**config.mk**
```make
export PLATFORM = sky130hd
export DESIGN_NAME = tsr_port
export DESIGN_NICKNAME = d
export VERILOG_FILES = /design/src/tsr_sync.v /design/src/tsr_port.v
export VERILOG_INCLUDE_DIRS = /design/src /design/src/src
export SDC_FILE = /design/constraint.sdc
export NUM_CORES = 1
export LEC_CHECK = 0
export BUFFER_PORTS_ARGS = -buffer_cell sky130_fd_sc_hd__buf_4
export CORE_MARGIN = 4
export CORE_UTILIZATION = 53
export CTS_CLUSTER_DIAMETER = 200
export DETAILED_ROUTE_END_ITERATION = 8
export PLACE_DENSITY = 0.84
export SLEW_MARGIN = 20
export SYNTH_ARGS = -nofsm -noshare
export SYNTH_HDL_FRONTEND = slang
export SYNTH_SLANG_ARGS = --single-unit
export TNS_END_PERCENT = 100
```
**constraint.sdc**
```tcl
create_clock -name CLOCK -period 2.4 [get_ports CLOCK]
set_input_delay 0.24 -clock CLOCK [delete_from_list [all_inputs] [get_ports CLOCK]]
set_output_delay 0.24 -clock CLOCK [all_outputs]
set_load 0.02 [all_outputs]
```
**src/tsr_consts.vh**
```
// Notes on behaviour
// - Single write: open, select+write, index, one data byte, close; ack each byte.
// - Multi-byte write: many data bytes after the index, each one acknowledged.
// - Single read: index write, repeated open, select+read, one byte, host nack.
// - Multi-byte read: successive bytes; host acks all but the last one.
// - Every unit on the line is eight bits followed by an acknowledge slot.
// - Bits are shifted out and sampled most significant bit first.
// - No limit on the number of bytes between open and close.
// - Select byte not acknowledged: data line stays released high.
// - Data rising while clock high is a close; return to idle.
// - Strap to ground answers at address 0111111.
// - Strap to supply answers at address 0111000.
// - Strap via 15k gives 0111100, via 56k gives 0111110.
// - Index 01h is a read-only fixed identification code.
// - Index 02h: read-write high threshold, reset 00h.
// - Index 03h: read-write low threshold, reset 00h.
// - Index 04h control, reset 00h, fields as laid out below.
// - Index 05h read-only status: below-low, above-high, busy; rest zero.
// - Index 06h reads reading bits 7 to 0.
// - Index 07h reads reading bits 15 to 8.
// - Register index is the low seven bits; top bit ignored.
// - Autoincrement bit set advances the pointer per data byte, else fixed.
// - Reading status clears below-low and above-high flags.
// - Threshold of 00h disables that threshold's flag.
`ifndef TSR_CONSTS_VH
`define TSR_CONSTS_VH

// ==========================================================
// Register indices
`define TSR_IDX_DEVICE_ID 7'h01
`define TSR_IDX_HIGH_THR 7'h02
`define TSR_IDX_LOW_THR 7'h03
`define TSR_IDX_CONTROL 7'h04
`define TSR_IDX_STATUS 7'h05
`define TSR_IDX_READ_LO 7'h06
`define TSR_IDX_READ_HI 7'h07

// ==========================================================
// Reset values
`define TSR_RST_THR 8'h00
`define TSR_RST_CONTROL 8'h00

// ==========================================================
// Control fields
`define TSR_CTL_SLOW_RATE 7
`define TSR_CTL_COHERENT 6
`define TSR_CTL_AVG_HI 5
`define TSR_CTL_AVG_LO 4
`define TSR_CTL_AUTOINC 3
`define TSR_CTL_CONTINUOUS 2
`define TSR_CTL_STALL_GUARD_OFF 1
`define TSR_CTL_ONE_SHOT 0

// ==========================================================
// Status fields
`define TSR_STS_BELOW_LOW 2
`define TSR_STS_ABOVE_HIGH 1
`define TSR_STS_BUSY 0

// ==========================================================
// Strap codes and bus addresses
`define TSR_STRAP_GND 2'h0
`define TSR_STRAP_VDD 2'h1
`define TSR_STRAP_R15K 2'h2
`define TSR_STRAP_R56K 2'h3
`define TSR_ADDR_GND 7'h3F
`define TSR_ADDR_VDD 7'h38
`define TSR_ADDR_R15K 7'h3C
`define TSR_ADDR_R56K 7'h3E

`endif

```
**src/tsr_sync.v**
```verilog
`timescale 1ns/1ps
module tsr_sync #(
	parameter WIDTH = 4,
	parameter [WIDTH-1:0] INIT = {WIDTH{1'b1}}
) (
	// Clock and reset
	input wire clk,
	input wire rst_n,
	// Async inputs and filtered levels
	input wire [WIDTH-1:0] async_in,
	output wire [WIDTH-1:0] level
);
	genvar i;
	generate
		for (i = 0; i < WIDTH; i = i + 1) begin : g_bit
			reg s1_ff;
			reg s2_ff;
			reg s3_ff;
			reg lvl_ff;
			always @(posedge clk) begin
				if (!rst_n) begin
					s1_ff <= INIT[i];
					s2_ff <= INIT[i];
					s3_ff <= INIT[i];
					lvl_ff <= INIT[i];
				end else begin
					s1_ff <= async_in[i];
					s2_ff <= s1_ff;
					s3_ff <= s2_ff;
					// Change counts once stages two and three agree
					if (s2_ff == s3_ff) begin
						lvl_ff <= s3_ff;
					end
				end
			end
			assign level[i] = lvl_ff;
		end
	endgenerate
endmodule // tsr_sync

```
**src/tsr_port.v**
```verilog
`timescale 1ns/1ps
`include "tsr_consts.vh"
module tsr_port #(
	// Arbitrary identification value
	parameter [7:0] DEVICE_ID = 8'h5C
) (
	// Clock and reset
	input wire CLOCK,
	input wire RESET_N,
	// Two-wire bus
	input wire SCL_IN,
	input wire SDA_IN,
	output wire SDA_OUT,
	output wire SDA_OE,
	// Address strap
	input wire [1:0] ADDR_STRAP,
	// Conversion side
	input wire [15:0] READING,
	input wire READING_VALID,
	input wire BELOW_LOW_EVENT,
	input wire ABOVE_HIGH_EVENT,
	input wire CONV_BUSY,
	// Configuration out
	output wire [7:0] HIGH_THRESHOLD,
	output wire [7:0] LOW_THRESHOLD,
	output wire [7:0] CONTROL,
	output wire ONE_SHOT_PULSE,
	output wire [2:0] STATUS_FLAGS
);
	// ==========================================================
	// States
	localparam [8:0] ST_IDLE = 9'h001;
	localparam [8:0] ST_ADDR = 9'h002;
	localparam [8:0] ST_AACK = 9'h004;
	localparam [8:0] ST_INDEX = 9'h008;
	localparam [8:0] ST_IACK = 9'h010;
	localparam [8:0] ST_WDATA = 9'h020;
	localparam [8:0] ST_WACK = 9'h040;
	localparam [8:0] ST_TX = 9'h080;
	localparam [8:0] ST_HACK = 9'h100;

	// ==========================================================
	// Input synchronisers
	wire [3:0] lvl;
	tsr_sync #(.WIDTH(4), .INIT(4'hF)) u_sync (
		.clk(CLOCK),
		.rst_n(RESET_N),
		.async_in({ADDR_STRAP, SDA_IN, SCL_IN}),
		.level(lvl)
	);
	wire scl = lvl[0];
	wire sda = lvl[1];
	reg scl_prev_ff;
	reg sda_prev_ff;
	wire scl_rise = scl & ~scl_prev_ff;
	wire scl_fall = ~scl & scl_prev_ff;
	wire bus_open = scl & scl_prev_ff & sda_prev_ff & ~sda;
	wire bus_close = scl & scl_prev_ff & ~sda_prev_ff & sda;

	// ==========================================================
	// State
	reg [8:0] state_ff;
	reg [2:0] cnt_ff;
	reg [7:0] shift_ff;
	reg done_ff;
	reg rw_ff;
	reg host_ack_ff;
	reg [7:0] tx_ff;
	reg oe_ff;
	reg out_ff;
	reg [6:0] ptr_ff;
	reg [6:0] my_addr_ff;
	reg [7:0] high_thr_ff;
	reg [7:0] low_thr_ff;
	reg [7:0] control_ff;
	reg one_shot_ff;
	reg below_ff;
	reg above_ff;
	reg busy_ff;
	reg [15:0] reading_ff;
	reg [7:0] hi_shadow_ff;
	reg shadow_held_ff;

	// ==========================================================
	// Read data
	reg [7:0] rd_data;
	always @* begin
		case (ptr_ff)
			`TSR_IDX_DEVICE_ID: rd_data = DEVICE_ID;
			`TSR_IDX_HIGH_THR: rd_data = high_thr_ff;
			`TSR_IDX_LOW_THR: rd_data = low_thr_ff;
			`TSR_IDX_CONTROL: rd_data = control_ff;
			`TSR_IDX_STATUS: rd_data = {5'h00, below_ff, above_ff,
				busy_ff};
			`TSR_IDX_READ_LO: rd_data = reading_ff[7:0];
			`TSR_IDX_READ_HI: rd_data = shadow_held_ff ? hi_shadow_ff :
				reading_ff[15:8];
			default: rd_data = 8'h00;
		endcase
	end

	wire autoinc = control_ff[`TSR_CTL_AUTOINC];
	wire [6:0] ptr_inc = ptr_ff + 7'h01;
	wire [7:0] rx_byte = {shift_ff[6:0], sda};
	wire load_tx = (state_ff == ST_AACK && rw_ff && scl_fall) ||
		(state_ff == ST_HACK && host_ack_ff && scl_fall);
	wire wr_strobe = (state_ff == ST_WDATA) && done_ff && scl_fall;
	wire rd_status = load_tx && (ptr_ff == `TSR_IDX_STATUS);

	// ==========================================================
	// Bus engine
	always @(posedge CLOCK) begin
		if (!RESET_N) begin
			scl_prev_ff <= 1'b1;
			sda_prev_ff <= 1'b1;
			state_ff <= ST_IDLE;
			cnt_ff <= 3'h0;
			shift_ff <= 8'h00;
			done_ff <= 1'b0;
			rw_ff <= 1'b0;
			host_ack_ff <= 1'b0;
			tx_ff <= 8'h00;
			oe_ff <= 1'b0;
			out_ff <= 1'b0;
			ptr_ff <= 7'h00;
		end else begin
			scl_prev_ff <= scl;
			sda_prev_ff <= sda;
			out_ff <= 1'b0;
			if (bus_open) begin
				// Open or repeated open
				state_ff <= ST_ADDR;
				cnt_ff <= 3'h0;
				done_ff <= 1'b0;
				oe_ff <= 1'b0;
			end else if (bus_close) begin
				state_ff <= ST_IDLE;
				done_ff <= 1'b0;
				oe_ff <= 1'b0;
			end else begin
				case (state_ff)
					ST_IDLE: begin
						oe_ff <= 1'b0;
					end
					ST_ADDR, ST_INDEX, ST_WDATA: begin
						if (scl_rise && !done_ff) begin
							// MSB first, eight bits
							shift_ff <= rx_byte;
							cnt_ff <= cnt_ff + 3'h1;
							if (cnt_ff == 3'h7) begin
								done_ff <= 1'b1;
							end
						end else if (scl_fall && done_ff) begin
							done_ff <= 1'b0;
							if (state_ff == ST_ADDR) begin
								if (shift_ff[7:1] == my_addr_ff) begin
									rw_ff <= shift_ff[0];
									oe_ff <= 1'b1;
									state_ff <= ST_AACK;
								end else begin
									oe_ff <= 1'b0;
									state_ff <= ST_IDLE;
								end
							end else if (state_ff == ST_INDEX) begin
								ptr_ff <= shift_ff[6:0];
								oe_ff <= 1'b1;
								state_ff <= ST_IACK;
							end else begin
								if (autoinc) begin
									ptr_ff <= ptr_inc;
								end
								oe_ff <= 1'b1;
								state_ff <= ST_WACK;
							end
						end
					end
					ST_AACK: begin
						if (scl_fall) begin
							cnt_ff <= 3'h0;
							if (rw_ff) begin
								tx_ff <= rd_data;
								oe_ff <= ~rd_data[7];
								state_ff <= ST_TX;
								if (autoinc) begin
									ptr_ff <= ptr_inc;
								end
							end else begin
								oe_ff <= 1'b0;
								state_ff <= ST_INDEX;
							end
						end
					end
					ST_IACK, ST_WACK: begin
						if (scl_fall) begin
							oe_ff <= 1'b0;
							cnt_ff <= 3'h0;
							state_ff <= ST_WDATA;
						end
					end
					ST_TX: begin
						if (scl_fall) begin
							cnt_ff <= cnt_ff + 3'h1;
							if (cnt_ff == 3'h7) begin
								oe_ff <= 1'b0;
								state_ff <= ST_HACK;
							end else begin
								tx_ff <= {tx_ff[6:0], 1'b0};
								oe_ff <= ~tx_ff[6];
							end
						end
					end
					ST_HACK: begin
						if (scl_rise) begin
							host_ack_ff <= ~sda;
						end else if (scl_fall) begin
							cnt_ff <= 3'h0;
							if (host_ack_ff) begin
								tx_ff <= rd_data;
								oe_ff <= ~rd_data[7];
								state_ff <= ST_TX;
								if (autoinc) begin
									ptr_ff <= ptr_inc;
								end
							end else begin
								oe_ff <= 1'b0;
								state_ff <= ST_IDLE;
							end
						end
					end
					default: begin
						state_ff <= ST_IDLE;
						oe_ff <= 1'b0;
					end
				endcase
			end
		end
	end

	// ==========================================================
	// Address strap, tracked from the filtered level
	// Sync stages sit at their reset value while reset is held
	always @(posedge CLOCK) begin
		case (lvl[3:2])
			`TSR_STRAP_GND: my_addr_ff <= `TSR_ADDR_GND;
			`TSR_STRAP_VDD: my_addr_ff <= `TSR_ADDR_VDD;
			`TSR_STRAP_R15K: my_addr_ff <= `TSR_ADDR_R15K;
			default: my_addr_ff <= `TSR_ADDR_R56K;
		endcase
	end

	// ==========================================================
	// Register file
	always @(posedge CLOCK) begin
		if (!RESET_N) begin
			high_thr_ff <= `TSR_RST_THR;
			low_thr_ff <= `TSR_RST_THR;
			control_ff <= `TSR_RST_CONTROL;
			one_shot_ff <= 1'b0;
		end else begin
			one_shot_ff <= 1'b0;
			if (wr_strobe) begin
				case (ptr_ff)
					`TSR_IDX_HIGH_THR: high_thr_ff <= shift_ff;
					`TSR_IDX_LOW_THR: low_thr_ff <= shift_ff;
					`TSR_IDX_CONTROL: begin
						control_ff <= shift_ff;
						one_shot_ff <= shift_ff[`TSR_CTL_ONE_SHOT];
					end
					default: begin
						// Read-only or unmapped: acked, no effect
					end
				endcase
			end
		end
	end

	// ==========================================================
	// Status flags and reading
	always @(posedge CLOCK) begin
		if (!RESET_N) begin
			below_ff <= 1'b0;
			above_ff <= 1'b0;
			busy_ff <= 1'b0;
			reading_ff <= 16'h0000;
			hi_shadow_ff <= 8'h00;
			shadow_held_ff <= 1'b0;
		end else begin
			busy_ff <= CONV_BUSY;
			// Set wins over the read clear
			below_ff <= (below_ff & ~rd_status) |
				(BELOW_LOW_EVENT & (low_thr_ff != 8'h00));
			above_ff <= (above_ff & ~rd_status) |
				(ABOVE_HIGH_EVENT & (high_thr_ff != 8'h00));
			if (READING_VALID) begin
				reading_ff <= READING;
			end
			// Coherent read: low byte read freezes the high byte
			if (load_tx && ptr_ff == `TSR_IDX_READ_LO &&
				control_ff[`TSR_CTL_COHERENT]) begin
				hi_shadow_ff <= reading_ff[15:8];
				shadow_held_ff <= 1'b1;
			end else if (load_tx && ptr_ff == `TSR_IDX_READ_HI) begin
				shadow_held_ff <= 1'b0;
			end
		end
	end

	// ==========================================================
	// Outputs
	assign SDA_OUT = out_ff;
	assign SDA_OE = oe_ff;
	assign HIGH_THRESHOLD = high_thr_ff;
	assign LOW_THRESHOLD = low_thr_ff;
	assign CONTROL = control_ff;
	assign ONE_SHOT_PULSE = one_shot_ff;
	assign STATUS_FLAGS = {below_ff, above_ff, busy_ff};
endmodule // tsr_port

```
==> impl_metrics.tcl <==
set metrics [dict create \
    final_core_util_pct 62.78 \
    avgSynthCellArea_um2 8.931 \
    ys_ff_latch 112 \
    critical_path.startpoint "state_ff[2]" \
    fin_nets 678 \
    grt_usage_pct 23.96 \
    synth-edff-count 0 \
    cp_slowest_cell "or4_4" \
    seqPwrFrac_pct 61.0 \
    n_antenna_cell 0 \
    drive_gt1_share_pct 19.26 \
    synthCells 600 \
    timing.fmax_ghz 0.4294 \
    setup_viol 0 \
    post-place-ws_ns 0.09044 \
    cts_root_buf "clkbuf_8" \
    tritoncts "done" \
    rr_worst_depth 6 \
    start_kind "flip-flop" \
    fillers 850 \
    holdCritStartpoint "SCL_IN" \
    p_int_w 0.002361 \
    timing_worst_slew_pin_value_ns 0.5681 \
    dp_hpwl_mm 9.852 \
    finalWorstSetupSlack_ns 0.07122 \
    ant_nets 0 \
    worstSetupPathType "flip-flop to flip-flop" \
    grt_pass1_vias 4351 \
    rsz0062_at_grt "no" \
    drtIter0Drc 382 \
    holdPathStages 2 \
    synthAdderAreaFrac_pct 1.868 \
    route.detailed.drc 0 \
    min_period_ns 2.329 \
    vias_per_cell 5.821 \
    path_max_fanout 6 \
    required_ns 2.70 \
    clk_latency_ns 0.38 \
    antenna_found_initial 0 \
    cp.arrival_ns 2.63 \
    crit_top_cell "or4_4" \
    critPathMaxStageDelay_ns 0.55 \
    synth_xor_area_share_pct 1.144 \
    synth_top_family_by_area "simple AND/OR/NAND/NOR gates" \
    cts_htree_levels 3 \
    setup_tns_ns 0 \
    comb_power_share_pct 4.2 \
    cts_sinks 112 \
    clk_transition_reported_paths_ns 0.11 \
    ys_types 64 \
    yosysWarnings 0 \
    dieWidth_um 108.6 \
    critical_path.cell_chain "or4_4 -> or4_4 -> nor2_4 -> o21bai_2 -> or3_1 -> a21boi_1" \
    clockPowerShare_pct 34.7 \
    ctsHoldBuffers 0 \
    avgRoutedWirePerCell_um 17.53 \
    relSlewSlack_pct 62.10 \
    synthSimpleGateAreaFrac_pct 23.96 \
    chipHeight_um 108.6 \
    drv_cap 0 \
    place_area_um2 5928 \
    gp_congestion 0.8843 \
    ir_worst_vdd_mv 0.3325 \
    start_util_pct 54.57 \
    ys_async_sr_fraction_pct 0 \
    dieArea_um2 11780 \
    dr.pass1.iters 6 \
    ctsLongestPathBuffers 2 \
    powerDensity_nw_per_um2 504.4 \
    status "finished, final reports clean" \
    fin_area_um2 6165 \
    grt_first_pass_wirelength_mm 22.16 \
    final_common_cell "dfxtp_1" \
    vias 4552 \
    r2r-start "state_ff[2]" \
    muxShareOfSynthArea_pct 10.27 \
    synth_nets 634 \
    clock_skew_ns 0.01215 \
    worstSetupEndpointType "flip-flop" \
    grt_start_max_net_pins 61 \
    syn_area_um2 5359 \
    mostFrequentLayoutCells "dfxtp_1 (109), buf_4 (78), nand2_1 (72), nor2b_1 (50), mux2i_1 (46)" \
    core_um2 9819 \
    hold_class "primary input to flip-flop" \
    portBuffers 54 \
    sw_frac_of_total_pct 24.09 \
    synth_compound_area_share_pct 16.30 \
    syn2layout_area_growth_pct 15.04 \
    synth_top_flop_cell "dfxtp_1" \
    final_max_slew_viol_count 0 \
    finalCritPeriodShare_pct 97.03 \
    placementRows 36 \
    ios 56 \
    p_leak_nw 2.246 \
    hold_viol 0 \
    ys_seq_area_share_pct 41.84 \
    p_switching_w 0.0007489 \
    routed_wirelength_mm 13.71 \
    overflow 0 \
    cts_made_buffers 9 \
]
==> power groups by stage <==
stage,Clock (W),Combinational [W],Sequential [W]
4_1_cts,0.00111,0.000131,0.00190
2_1_floorplan,0,0.0000854,0.00194
3_5_place_dp,0,0.000131,0.00194
5_1_grt,0.00118,0.000144,0.00190
3_3_place_gp,0,0.000127,0.00194
6_report,0.00108,0.000131,0.00190
==> critical path: cells and delay by family, from the launching register on <==
| kind | cells | cell delay (ns) |
|---|---|---|
| AND/OR/NAND/NOR | 4 | 1.58 |
| flip-flops | 1 | 0.39 |
| AO/OA/AOI/OAI | 2 | 0.29 |
==> routing by layer <==
| layer | wire length [µm] | up-vias | track usage (%) |
|---|---|---|---|
| li1 | - | 2200 | - |
| met1 | 5864 | 2160 | 32.50 |
| met2 | 6569 | 169 | 39.14 |
| met3 | 1011 | 23 | 4.657 |
| met4 | 266 | 0 | 6.222 |
| met5 | 0 | - | 0 |
==> Yosys cell counts, types with 5 or more instances <==
cell,n,area (µm²)
ha_1,8,100.1
inv_1,11,41.29
mux2i_1,46,460.4
o21ai_0,27,135.1
nor2b_1,50,312.8
o22ai_1,8,50.05
mux2_2,8,90.09
xnor2_1,6,52.55
nor2_1,19,71.32
clkbuf_1,37,138.9
nand2b_1,18,112.6
nor3_1,5,25.02
o31ai_1,5,37.54
nand2_1,72,270.3
nor4_1,8,50.05
nand4_1,11,68.82
a21oi_1,25,125.1
nand3_1,7,35.03
a21boi_0,19,142.6
dfxtp_1,112,2242
and2_1,5,31.28
a22oi_1,15,112.6
==> repair_timing <==
action / CTS / global route
resized for setup: 0 / 8
endpoints found under the setup margin: 0 / 18
setup buffers: 0 / 1
==> registers in the layout, summed over array words and instances, names as in the netlist, 3 cells and up <==
signal,flops
CONTROL,8
HIGH_THRESHOLD,8
LOW_THRESHOLD,8
cnt_ff,3
hi_shadow_ff,8
my_addr_ff,3
ptr_ff,7
reading_ff,16
shift_ff,8
state_ff,9
tx_ff,7
u_sync.g_bit.lvl_ff,4
u_sync.g_bit.s1_ff,4
u_sync.g_bit.s2_ff,4
u_sync.g_bit.s3_ff,4
==> kinds of logic (layout without fill, tap and decap cells) <==
| logic type | Yosys count | after routing |
|---|---|---|
| and+or+nand+nor | 230 | 230 |
| muxes | 54 | 54 |
| DFF | 112 | 112 |
| buffers and inverters | 58 | 107 |
| other | 1 | 1 |
| xor gates and xnor gates | 7 | 7 |
| AOI/OAI and AO/OA | 130 | 130 |
| adders and majority gates | 8 | 8 |
==> stage by stage <==
step | instances | hold slack, ns | total power [W]
CTS | 781 | 0.02021 | 0.003136
global route | 782 | 0.01422 | 0.003231
floorplan | 600 | 0.3415 | 0.002021
finish | 782 | 0.03378 | 0.003109
detailed placement | 765 | 0.3918 | 0.002072
global placement | 765 | 0.3905 | 0.002067
==> layout make-up <==
class,count,area (µm²),share of cell area (%)
Multi-Input combinational cell,430,2899,47.03
Clock inverter,6,58.81,0.9539
Clock buffer,10,127.6,2.070
Tap cell,133,166.4,2.699
Timing Repair Buffer,80,625.6,10.15
Inverter,11,41.29,0.6698
Sequential cell,112,2246,36.43
==> path summary, 6_finish.rpt <==
check	endpoint	slack, ns
setup / recovery	tx_ff[0]	0.07
hold / removal	u_sync.g_bit[0].s1_ff	0.03
setup reg to reg	tx_ff[0]	0.07
hold reg to reg	u_sync.g_bit[0].s2_ff	0.42
Note: power is estimated with default switching activity, not from simulation.
